===== src/err_irq_pkg.sv =====
package err_irq_pkg;

  // ****************************************
  // Register map and fields
  // ****************************************
  localparam logic [3:0] OFS_ERR_EN   = 4'h6;
  localparam logic [3:0] OFS_EVT_EN   = 4'h7;
  localparam logic [3:0] OFS_ERR_FLAG = 4'h8;
  localparam logic [3:0] OFS_CTRL     = 4'hc;
  localparam logic [3:0] OFS_STATUS   = 4'hd;

  localparam int BIT_IA    = 7;
  localparam int BIT_CMD   = 6;
  localparam int BIT_EOL   = 5;
  localparam int BIT_TRIG  = 3;
  localparam int BIT_RSTAR = 2;
  localparam int BIT_ALT_LIST_LOAD_OK  = 1;
  localparam int BIT_ABORT = 7;
  localparam int BIT_OVRN  = 6;
  localparam int BIT_CONV_EN = 0;
  localparam int BIT_SOFT_RST = 1;
  localparam int BIT_RESTART_MODE = 2;

  localparam logic [7:0] ERR_EN_MASK  = 8'hee;
  localparam logic [7:0] EVT_EN_MASK  = 8'hc0;
  localparam logic [7:0] SEVERE_MASK  = 8'he8;
  localparam logic [7:0] MILD_MASK    = 8'h06;
  localparam logic [7:0] RST_ERR_EN   = 8'h00;
  localparam logic [7:0] RST_EVT_EN   = 8'h00;
  localparam logic [7:0] RST_FLAGS    = 8'h00;
  localparam logic [7:0] RST_CTRL     = 8'h00;

  // ****************************************
  // Carriers
  // ****************************************
  typedef struct packed {
    logic [3:0] addr;
    logic [7:0] wdata;
    logic       wr;
    logic       rd;
  } bus_req_t;

  typedef struct packed {
    logic illegal_access;
    logic bad_command;
    logic list_end_missing;
    logic trigger_early;
    logic restart_req_early;
    logic restart_no_load_ok;
  } err_event_t;

  typedef enum logic [1:0] {
    ST_IDLE    = 2'b00,
    ST_RUN     = 2'b01,
    ST_HALTED  = 2'b10
  } conv_state_t;

endpackage : err_irq_pkg


===== src/err_flag_bit.sv =====
`timescale 1ns/1ps
`default_nettype none
module err_flag_bit (
  input  wire logic clk,
  input  wire logic nrst,
  input  wire logic hold_clear,
  input  wire logic soft_clear,
  input  wire logic sw_clear,
  input  wire logic set_evt,
  output var  logic flag_r
);
  // Hardware set wins over software clear
  always_ff @(posedge clk or negedge nrst) begin
    if (!nrst) begin
      flag_r <= 1'b0;
    end else if (hold_clear || soft_clear) begin
      flag_r <= 1'b0;
    end else if (set_evt) begin
      flag_r <= 1'b1;
    end else if (sw_clear) begin
      flag_r <= 1'b0;
    end
  end
endmodule : err_flag_bit
`default_nettype wire


===== src/reg_decode.sv =====
`timescale 1ns/1ps
`default_nettype none
module reg_decode
  import err_irq_pkg::*;
(
  input  wire bus_req_t req,
  output logic          wr_err_en,
  output logic          wr_evt_en,
  output logic          wr_flags,
  output logic          wr_ctrl
);
  assign wr_err_en = req.wr && (req.addr == OFS_ERR_EN);
  assign wr_evt_en = req.wr && (req.addr == OFS_EVT_EN);
  assign wr_flags  = req.wr && (req.addr == OFS_ERR_FLAG);
  assign wr_ctrl   = req.wr && (req.addr == OFS_CTRL);
endmodule : reg_decode
`default_nettype wire


===== src/adc_error_interrupt_logic.sv =====
// The plain strobed port was left to the implementer.
`timescale 1ns/1ps
`default_nettype none
module adc_error_interrupt_logic
  import err_irq_pkg::*;
(
  input  wire  logic       clk,
  input  wire  logic       nrst,
  input  wire  logic [3:0] addr,
  input  wire  logic [7:0] wdata,
  input  wire  logic       wr,
  input  wire  logic       rd,
  output logic [7:0]       rdata,
  input  wire  err_event_t err_evt,
  input  wire  logic       abort_done,
  input  wire  logic       conv_overrun,
  output logic             conv_run,
  output logic             err_irq,
  output logic             abort_irq,
  output logic             overrun_irq
);

  // ****************************************
  // Bus decode
  // ****************************************
  bus_req_t   req;
  logic       wr_err_en;
  logic       wr_evt_en;
  logic       wr_flags;
  logic       wr_ctrl;

  assign req = '{addr: addr, wdata: wdata, wr: wr, rd: rd};

  reg_decode u_dec (
    .req       (req),
    .wr_err_en (wr_err_en),
    .wr_evt_en (wr_evt_en),
    .wr_flags  (wr_flags),
    .wr_ctrl   (wr_ctrl)
  );

  // ****************************************
  // Control and enable registers
  // ****************************************
  logic [7:0] err_en_r;
  logic [7:0] evt_en_r;
  logic [7:0] ctrl_r;
  logic       soft_rst_r;
  logic       conv_en;
  logic       restart_mode;

  assign conv_en      = ctrl_r[BIT_CONV_EN];
  assign restart_mode = ctrl_r[BIT_RESTART_MODE];

  always_ff @(posedge clk or negedge nrst) begin
    if (!nrst) begin
      err_en_r   <= RST_ERR_EN;
      evt_en_r   <= RST_EVT_EN;
      ctrl_r     <= RST_CTRL;
      soft_rst_r <= 1'b0;
    end else begin
      if (wr_err_en) err_en_r <= wdata & ERR_EN_MASK;
      if (wr_evt_en) evt_en_r <= wdata & EVT_EN_MASK;
      if (wr_ctrl) ctrl_r <= {5'h00, wdata[BIT_RESTART_MODE], 1'b0,
                              wdata[BIT_CONV_EN]};
      soft_rst_r <= wr_ctrl && wdata[BIT_SOFT_RST];
    end
  end

  // ****************************************
  // Error flags
  // ****************************************
  logic [7:0] set_vec;
  logic [7:0] clr_vec;
  logic [7:0] flags;
  logic       hold_clear;

  assign hold_clear = !conv_en;
  assign set_vec = {err_evt.illegal_access,
                    err_evt.bad_command,
                    err_evt.list_end_missing,
                    1'b0,
                    err_evt.trigger_early,
                    err_evt.restart_req_early,
                    err_evt.restart_no_load_ok && restart_mode,
                    1'b0};
  // Only write-one on mild bits clears; zero and severe ignored
  assign clr_vec = (wr_flags ? wdata : 8'h00) & MILD_MASK;

  genvar gi;
  generate
    for (gi = 0; gi < 8; gi++) begin : g_flag
      if ((SEVERE_MASK[gi] | MILD_MASK[gi]) == 1'b1) begin : g_impl
        err_flag_bit u_bit (
          .clk        (clk),
          .nrst       (nrst),
          .hold_clear (hold_clear),
          .soft_clear (soft_rst_r),
          .sw_clear   (clr_vec[gi]),
          .set_evt    (set_vec[gi]),
          .flag_r     (flags[gi])
        );
      end else begin : g_rsvd
        assign flags[gi] = 1'b0;
      end
    end
  endgenerate

  // ****************************************
  // Conversion run state
  // ****************************************
  conv_state_t state_r;
  conv_state_t state_nxt;
  logic        severe;

  assign severe = |(flags & SEVERE_MASK);

  always_comb begin
    case (state_r)
      ST_IDLE:   state_nxt = conv_en ? ST_RUN : ST_IDLE;
      ST_RUN:    state_nxt = !conv_en ? ST_IDLE :
                             (severe ? ST_HALTED : ST_RUN);
      ST_HALTED: state_nxt = (!conv_en || soft_rst_r) ?
                             ST_IDLE : ST_HALTED;
      default:   state_nxt = ST_IDLE;
    endcase
  end

  // ****************************************
  // Outputs and read data
  // ****************************************
  logic [7:0] rd_mux;
  logic [7:0] status;

  assign status = {6'h00, state_r};
  assign rd_mux = (addr == OFS_ERR_EN)   ? err_en_r :
                  (addr == OFS_EVT_EN)   ? evt_en_r :
                  (addr == OFS_ERR_FLAG) ? flags :
                  (addr == OFS_CTRL)     ? ctrl_r :
                  (addr == OFS_STATUS)   ? status : 8'h00;

  always_ff @(posedge clk or negedge nrst) begin
    if (!nrst) begin
      state_r     <= ST_IDLE;
      rdata       <= 8'h00;
      conv_run    <= 1'b0;
      err_irq     <= 1'b0;
      abort_irq   <= 1'b0;
      overrun_irq <= 1'b0;
    end else begin
      state_r     <= state_nxt;
      rdata       <= rd ? rd_mux : 8'h00;
      conv_run    <= (state_nxt == ST_RUN);
      err_irq     <= |(set_or_flags() & err_en_r);
      abort_irq   <= abort_done && evt_en_r[BIT_ABORT];
      overrun_irq <= conv_overrun && evt_en_r[BIT_OVRN];
    end
  end

  function automatic logic [7:0] set_or_flags();
    set_or_flags = flags;
  endfunction : set_or_flags

  // ****************************************
  // Checks on flag setting, soft-reset clearing and reserved bits
  // ****************************************
  logic flag_live;

  assign flag_live = conv_en && !soft_rst_r;

  // ****************************************
  // Checks per flag bit
  // ****************************************
  genvar gc;
  generate
    for (gc = 0; gc < 8; gc++) begin : g_chk
      if (SEVERE_MASK[gc] == 1'b1) begin : g_sev

      end

      if (MILD_MASK[gc] == 1'b1) begin : g_mild

      end

      if (ERR_EN_MASK[gc] == 1'b1) begin : g_gate

      end
    end
  endgenerate
endmodule : adc_error_interrupt_logic
`default_nettype wire


===== config.mk =====
export PLATFORM = sky130hd
export DESIGN_NAME = adc_error_interrupt_logic
export DESIGN_NICKNAME = d
export VERILOG_FILES = /design/src/err_irq_pkg.sv /design/src/err_flag_bit.sv /design/src/reg_decode.sv /design/src/adc_error_interrupt_logic.sv
export SDC_FILE = /design/constraint.sdc
export NUM_CORES = 1
export LEC_CHECK = 0
export ABC_AREA = 1
export BUFFER_PORTS_ARGS = -buffer_cell sky130_fd_sc_hd__buf_2
export CAP_MARGIN = 20
export CORE_ASPECT_RATIO = 0.7
export CORE_MARGIN = 4
export CORE_UTILIZATION = 30
export CTS_CLUSTER_DIAMETER = 120
export DETAILED_ROUTE_END_ITERATION = 16
export HOLD_SLACK_MARGIN = 0.12
export SLEW_MARGIN = 20
export SYNTH_ARGS = -nofsm -noshare
export SYNTH_HDL_FRONTEND = slang
export SYNTH_HIERARCHICAL = 1
export SYNTH_SLANG_ARGS = --single-unit

===== constraint.sdc =====
create_clock -name clk -period 1.45 [get_ports clk]
set_input_delay 0.145 -clock clk [delete_from_list [all_inputs] [get_ports clk]]
set_output_delay 0.145 -clock clk [all_outputs]
set_load 0.02 [all_outputs]

======== Yosys cells after proc, flatten, opt, wreduce, memory -nomap -nowiden ========
Cells that the tools add are included.
cells by class
  eq/ne operators ......................... 8
  muxes and demuxes ....................... 26
  bitwise gates (word level) .............. 1
  reductions and logical operators ........ 19
operators by type and width
  kind                                                                   number
  8-bit 2-to-1 mux                                                       4
  1-bit 2-to-1 mux                                                       15
  4-bit equality test, second input constant                             3
  8-bit bitwise AND                                                      1
  4-bit by 3-bit equality test with 1-bit output, second input constant  2
  1-bit logical AND                                                      8
  2-bit 2-to-1 mux                                                       4
  2-bit nonzero test                                                     4
  8-bit OR reduction                                                     1
  3-bit 2-to-1 mux                                                       2
  2-bit one-hot mux with 3 select lines                                  1
  3-bit nonzero test                                                     2
  2-bit by 1-bit equality test with 1-bit output, second input constant  2
  4-bit OR reduction                                                     1
  2-bit equality test, second input constant                             1
  2-bit zero test                                                        1
  1-bit zero test                                                        1
  1-bit logical OR                                                       1
word-level totals
  bits in registers ....................... 31
  word-level logic and storage cells ...... 70

======== Depth between registers and ports, before layout ========
Gate-level depths: netlist (run 1).
  word-level depth ........................ 7
  mapped depth ............................ 8
  gate-level depth less buffers ........... 8

======== Cells and area by module ========
Netlist (run 1), hierarchy kept.
modules (own cells, without submodules)
  module                     instances  cells each  area each (µm²)
  adc_error_interrupt_logic  1          126         1099.8
  err_flag_bit               6          8           56.3
  reg_decode                 1          14          57.6

======== Worst setup path after synthesis (run 1) ========
No wires, ideal clock.
  path type ............................... input-to-reg
  from .................................... input addr[3]
  to ...................................... register err_en_r[1]
  arrival time ............................ 0.826 ns
  data required time ...................... 1.325 ns
  setup slack ............................. 0.499 ns
  stages on the path ...................... 5
  path buffers ............................ 1
  cell sequence ........................... inv_1 > nand3_1 > nor2_1 > buf_2 > mux2_2
between the ends
  longest elaborated chain between the ends .. 2
ends and longest elaborated chain
  item                                            RTL line                         RTL
  start: declaration                              adc_error_interrupt_logic.sv:9   input wire logic [3:0] addr,
  4-bit by 3-bit equality test with 1-bit output  reg_decode.sv:12                 assign wr_err_en = req.wr && (req.addr == OFS_ERR_EN);
  1-bit logical AND                               reg_decode.sv:12
  net wr_err_en                                   adc_error_interrupt_logic.sv:27  logic wr_err_en;
  end signal: assignment                          adc_error_interrupt_logic.sv:62  if (wr_err_en) err_en_r <= wdata & ERR_EN_MASK;
  end: declaration                                adc_error_interrupt_logic.sv:45  logic [7:0] err_en_r;
The timed path passes the listed nets, and every way through them passes these cells.
A chain may end at the register's enable or synchronous reset.

======== Worst setup path after layout (run 1) ========
  from .................................... input rd
  to ...................................... register rdata[0]
between the ends
  longest elaborated chain between the ends .. 1
ends and longest elaborated chain
  item                    RTL line                          RTL
  start: declaration      adc_error_interrupt_logic.sv:12   input wire logic rd,
  8-bit 2-to-1 mux        adc_error_interrupt_logic.sv:152  rdata <= rd ? rd_mux : 8'h00;
  end signal: assignment  adc_error_interrupt_logic.sv:152
  end: declaration        adc_error_interrupt_logic.sv:13   output logic [7:0] rdata,
No other way between the ends.

==> results.json, run 1 <==
{
  "cts_root_buf": "clkbuf_8",
  "path_class": "in2reg",
  "p_per_area_nw_per_um2": 1137,
  "hpwl_um": 2618,
  "synth.largest_area_cell": "dfrtp_1",
  "clkPwrFrac_pct": 28.6,
  "seq_area_frac_synth_pct": 50.21,
  "nets": 271,
  "grt_pass1_wl_um": 5871,
  "p_seq_share_pct": 48.2,
  "rows": 21,
  "cts_sinks": 30,
  "period_minus_slack_ns": 0.9972,
  "finalWeightedCongestion": 0.8468,
  "cts_tree": "built",
  "leakage_nw": 1.076,
  "insertion_delay_ns": 0.28,
  "cp.depth": 4,
  "cp-startpoint": "rd",
  "ys_types": 19,
  "die_x_um": 92.38,
  "syn2layout_area_growth_pct": 34.39,
  "drv_slew": 0,
  "diodes": 0,
  "ff2ff_setup_slack_ns": 0.54,
  "crit_slowest_cell": "dlygate4sd3_1",
  "vias": 1261,
  "syn_inst": 188,
  "status": "finished clean",
  "initial_core_util_pct": 31.10,
  "crit_fanout": 5,
  "synth-seq-cells": 30,
  "end_kind": "flip-flop",
  "pin_count": 36,
  "num-fill-cells": 475,
  "sw_frac_of_total_pct": 30.93,
  "htree_levels": 2,
  "grt_max_degree": 17,
  "grt-busiest-layer": "met1",
  "use_met2_pct": 15.81,
  "fin_ws_ns": 0.4528,
  "cp-start-kind": "primary input",
  "met3_usage_pct": 5.756,
  "crit_chain": "dlygate4sd3_1 -> buf_2 -> inv_1 -> nor3_1",
  "drtIter0Drc": 54,
  "grt_usage_pct": 12.71,
  "totalPowerFinal_w": 0.002286,
  "finalHoldViolCount": 0,
  "cts_buffers": 5,
  "die-area_sq_um": 6195,
  "first_global_vias": 1214,
  "fin_skew_ns": 0.005845,
  "reg2reg_from": "ctrl_r[0]$_DFFE_PN0P_",
  "critPathMaxStageDelay_ns": 0.52,
  "drive_above_1_share_pct": 24.80,
  "period_share_pct": 68.77,
  "path_buf_inv": 3,
  "wire_per_inst_um": 10.60,
  "crit_family": "buffers and inverters",
  "synth_top_area_share_pct": 50.21,
  "cp.arrival_ns": 1.16,
  "syn_avg_cell_area_sq_um": 7.953,
  "drc": 0,
  "power.switching_w": 0.0007070,
  "fmax_ghz": 1.003,
  "drtAntennaViolNets": 0,
  "firstDrtPassIters": 5,
  "wirelength_um": 3338,
  "ys_top_cells_by_area": "dfrtp_1, inv_1, nand2_1, nand3_1, mux2_2",
  "r2r_cells": 4,
  "coreArea_sq_um": 4808,
  "portBuffers": 33,
  "via_per_inst": 4.003,
  "pwr-share-comb_pct": 23.2,
  "ir_drop_mv": 0.4320,
  "maxCapViolations": 0,
  "endpoint": "rdata[0]$_DFF_PN0_",
  "grt_overflow": 0,
  "hold_path.class": "in2reg",
  "use_met1_pct": 18.85,
  "clk_path_buf_depth": 2,
  "setup_violations": 0,
  "holdPathStages": 2,
  "p_int_w": 0.001579,
  "cp.required_ns": 1.62,
  "netlist_area_sq_um": 1495,
  "cts.clk_slew.worst_paths_ns": 0.06,
  "preCtsSetupSlack_ns": 0.2509,
  "die_h_um": 67.07,
  "r2r_end": "g_flag[5].g_impl.u_bit/flag_r$_DFFE_PN0P_",
  "yosysWarningCount": 6,
  "tns_ns": 0,
  "holdWs_ns": 0.1264,
  "antenna_found_initial": 0,
  "rsz0062_at_grt": "no"
}
worst register-to-register path: cells and delay by family, from the launching register on:
kind	cells	cell delay, ns
buf+inv	2	0.27
flops	1	0.40
compound gates	1	0.03
simple gates	1	0.09
logic make-up after synthesis:
group           count (synthesis)  share of synthesized area [%]
buf+inv                        54                          13.89
flops                          30                          50.21
compound gates                 22                          9.205
other cells                     1                         0.2508
simple gates                   76                          22.68
mux                             5                          3.765
cells in the mapped netlist:
cell type,number
inv_1,48
nand2_1,41
dfrtp_1,30
nand3_1,18
nor2_1,10
o21ai_0,8
a21oi_2,6
a21oi_1,5
mux2_2,5
inv_2,4
nor2_4,3
nor2_2,2
o22ai_1,2
buf_2,1
buf_4,1
conb_1,1
nand4_1,1
nor3_1,1
o211ai_1,1
registers in the layout (all words and copies together) (netlist names):
register and cells:
evt_en_r 2, rdata 7, abort_irq 1, g_flag.g_impl.u_bit/flag_r 6
overrun_irq 1, state_r 2, ctrl_r 2, err_en_r 6
err_irq 1, soft_rst_r 1, conv_run 1
per-stage QoR:
stage          cells  util (%)  instance area (sq um)
3_3_place_gp     294     36.95                   1777
3_5_place_dp     294     36.95                   1777
4_1_cts          315     41.79                   2009
5_1_grt          315     41.79                   2009
2_1_floorplan    192         -                   1510
6_report         315     41.79                   2009
worst min path at each step:
stage,from,endpoint,slack (ns)
final,wdata[2],ctrl_r[2]$_DFFE_PN0P_,0.13
after global routing,wdata[2],ctrl_r[2]$_DFFE_PN0P_,0.13
after CTS,wdata[2],ctrl_r[2]$_DFFE_PN0P_,0.13
after detailed placement,nrst,g_flag[5].g_impl.u_bit/flag_r$_DFFE_PN0P_,0.09
after global placement,nrst,g_flag[5].g_impl.u_bit/flag_r$_DFFE_PN0P_,0.09
after floorplan,nrst,abort_irq$_DFF_PN0_,-0.15
layout by cell type, fill, tap and decap left out, drive strengths merged:
master | Yosys | routed
conb | 1 | 5
o22ai | 2 | 2
nor3 | 1 | 1
nor2 | 15 | 15
mux2 | 5 | 5
clkbuf | 0 | 6
nand4 | 1 | 1
nand3 | 18 | 18
inv | 52 | 52
dlygate4sd3 | 0 | 15
buf | 2 | 35
dfrtp | 30 | 30
nand2 | 41 | 41
o211ai | 1 | 1
a21oi | 11 | 11
o21ai | 8 | 8
layer usage:
metal / vias to the layer above / routed length (um)
met5: - / 0
met4: 0 / 40
met3: 8 / 250
met2: 39 / 1284
met1: 541 / 1762
li1: 673 / -
power by group through the flow:
stage                     logic [W]  clock network [W]  registers (W)
final                      0.000530           0.000653        0.00110
after global routing       0.000611           0.000729        0.00112
after CTS                  0.000537           0.000670        0.00111
after detailed placement   0.000505                  0        0.00112
after global placement     0.000497                  0        0.00112
after floorplan            0.000292                  0        0.00113
timing repair:
action | in CTS | in global routing
resized for setup | 0 | 0
hold buffers | 15 | 0
endpoints found under the hold margin | 47 | 0
buffers inserted | 0 | 0
final cells by class:
cell class | instances | area, sq um | share of cell area, %
Clock buffer | 6 | 82.58 | 4.110
Inverter | 52 | 195.2 | 9.714
Multi-Input combinational cell | 108 | 551.8 | 27.46
Sequential cell | 30 | 750.7 | 37.36
Tap cell | 69 | 86.33 | 4.296
Timing Repair Buffer | 50 | 342.8 | 17.06
(Power assumes the default switching activity.)
==> run 2: changes to the inputs <==
Settings changed: ABC_AREA 1 to 0.
Clock period 1.45 ns to 1 ns, I/O delays scaled along.
==> results.json, run 2 <==
{
  "initial_core_util_pct": 31.20,
  "drive_above_1_share_pct": 41.67,
  "syn2layout_area_growth_pct": 47.44,
  "largest_reg_flops": 7,
  "cp.arrival_ns": 1.48,
  "hpwl_um": 2466,
  "grt_pass1_wl_um": 5430,
  "cts_buffers": 5,
  "cts_sinks": 30,
  "synth.most_common_cell": "dfrtp_1",
  "status": "finished, violations left",
  "netlist_area_sq_um": 1366,
  "grt_overflow": 0,
  "totalPowerFinal_w": 0.003531,
  "p_per_area_nw_per_um2": 1753,
  "r2r_cells": 3,
  "drc": 0,
  "period_minus_slack_ns": 1.262,
  "holdPathStages": 3,
  "nets": 215,
  "dpl.cell_count": 222,
  "pwr-share-comb_pct": 25.9,
  "finalWeightedCongestion": 0.7929,
  "syn_inst": 116,
  "seq_area_frac_synth_pct": 54.95,
  "violations": "setup timing",
  "ys_top_cells_by_area": "dfrtp_1, mux2_2, nor2b_4, and2_1, nor2_1",
  "cts_root_buf": "clkbuf_8",
  "finalHoldViolCount": 0,
  "layout_commonest_cell": "buf_2",
  "p_seq_share_pct": 46.1,
  "firstDrtPassIters": 5,
  "drtAntennaViolNets": 0,
  "insertion_delay_ns": 0.28,
  "reg2reg_from": "g_flag[3].g_impl.u_bit/flag_r$_DFFE_PN0P_",
  "first_global_vias": 1164,
  "via_per_inst": 4.457,
  "cts_tree": "built",
  "grt_max_degree": 31,
  "top_regs": "rdata: 7 flops, err_en_r: 6 flops, g_flag.g_impl.u_bit/flag_r: 6 flops",
  "fin_ws_ns": -0.2623,
  "leakage_nw": 0.9662,
  "cp.required_ns": 1.21,
  "rows": 20,
  "layout_common_cells": "buf_2, dfrtp_1, buf_4, dlygate4sd3_1, nor2_1",
  "grt_usage_pct": 12.99,
  "clk_path_buf_depth": 2,
  "cts.clk_slew.worst_paths_ns": 0.06,
  "synth_common_cells": "dfrtp_1, nor2_1, mux2_2, and2_1, nand2_1",
  "vias": 1101,
  "hold_path.class": "in2reg",
  "path_class": "reg2reg",
  "end_kind": "flip-flop",
  "diodes": 0,
  "yosysWarningCount": 6,
  "synthArstFlopShare_pct": 100.0,
  "maxCapViolations": 0,
  "syn_avg_cell_area_sq_um": 11.78,
  "ys_types": 27,
  "pin_count": 36,
  "drtIter0Drc": 37,
  "synth-seq-cells": 30,
  "min_from": "err_evt[0]",
  "regMostFlops": "rdata",
  "period_share_pct": 126.2,
  "power.switching_w": 0.001023,
  "htree_levels": 2,
  "sw_frac_of_total_pct": 28.96,
  "wirelength_um": 3232,
  "rsz0062_at_grt": "yes",
  "fin_cells": 247,
  "p_int_w": 0.002509,
  "cp-startpoint": "g_flag[3].g_impl.u_bit/flag_r$_DFFE_PN0P_",
  "coreArea_sq_um": 4379,
  "die-area_sq_um": 5715,
  "synth_edf_count": 0,
  "fmax_ghz": 0.7922,
  "cp-start-kind": "flip-flop",
  "die_x_um": 88.66,
  "die_h_um": 64.47,
  "synth_top_area_share_pct": 54.95,
  "num-fill-cells": 404,
  "clkPwrFrac_pct": 28.0,
  "antenna_found_initial": 0,
  "wire_per_inst_um": 13.09,
  "crit_fanout": 3,
  "portBuffers": 33,
  "tns_ns": -0.7557,
  "setup_violations": 3,
  "ys.flop_type": "dfrtp_1",
  "synth.largest_area_cell": "dfrtp_1",
  "fin_skew_ns": 0.007687,
  "drv_slew": 0,
  "ir_drop_mv": 0.6842
}
## run 2: changes by cell type in the layout (fill, tap and decap cells not counted), moves of 8 or more
| cell | change |
|---|---|
| nand3_1 | -16 |
| and2_1 | +8 |
| buf_4 | +16 |
| nand2_1 | -33 |
| inv_1 | -46 |
## run 2: power groups by stage
stage                     clock network [W]  registers (W)  logic, W
after floorplan                           0        0.00167  0.000413
after global placement                    0        0.00163  0.000799
after detailed placement                  0        0.00163  0.000826
after CTS                           0.00103        0.00163  0.000897
after global routing                0.00108        0.00166   0.00101
final                              0.000989        0.00163  0.000915
## run 2: layout make-up
class / count / area (sq um) / share of cell area [%]
sequential: 30 / 750.7 / 37.27
timing repair buffer: 66 / 452.9 / 22.48
inverter: 2 / 7.507 / 0.3727
multi-input combinational: 86 / 643.1 / 31.93
clock inverter: 1 / 5.005 / 0.2484
clock buffer: 7 / 86.33 / 4.286
tap: 55 / 68.82 / 3.416
## run 2: worst paths after layout
check,to,slack [ns]
hold reg to reg,abort_irq$_DFF_PN0_,0.52
setup reg to reg,state_r[0]$_DFF_PN0_,-0.26
max in group asynchronous,g_flag[5].g_impl.u_bit/flag_r$_DFFE_PN0P_,0.37
setup / recovery,state_r[0]$_DFF_PN0_,-0.26
min in group asynchronous,g_flag[2].g_impl.u_bit/flag_r$_DFFE_PN0P_,0.35
hold / removal,g_flag[1].g_impl.u_bit/flag_r$_DFFE_PN0P_,0.15
## run 2: repair_timing
action / 4_1_cts / 5_1_grt
endpoints found under the setup margin: 4 / 6
hold buffers: 16 / 0
endpoints found under the hold margin: 52 / 0
setup buffers: 0 / 1
resized for setup: 2 / 4
pin swaps: 1 / 4
## run 2: through the flow
step | hold WS (ns) | setup slack (ns) | cell area (sq um) | util, %
global placement | 0.1227 | -0.2221 | 1724 | 39.37
detailed placement | 0.1318 | -0.2595 | 1724 | 39.37
finish | 0.1502 | -0.2623 | 2014 | 46.00
CTS | 0.1333 | -0.2628 | 1988 | 45.40
floorplan | -0.1956 | -0.2368 | 1385 | -
global route | 0.1462 | -0.3117 | 2014 | 46.00
## run 2: metal layers
metal,track usage (%),share of wire [%]
met5,0,0
met4,7.925,2.8
met2,19.26,46
met1,16.43,45
met3,3.939,6.6
## run 2: cells by family (layout without fill, tap and decap cells)
logic type / after synthesis / in the layout / share of synthesized area (%)
mux: 11 / 11 / 8.975
compound gates: 21 / 21 / 10.53
buf+inv: 4 / 76 / 1.374
flops: 30 / 30 / 54.95
simple gates: 49 / 49 / 23.90
other cells: 1 / 5 / 0.2745
## run 2: critical path, cell delays in order, from the launching register on
cell and delay, ns:
dfrtp_1 0.37, or4_4 0.55, a21oi_4 0.15, and2_1 0.14
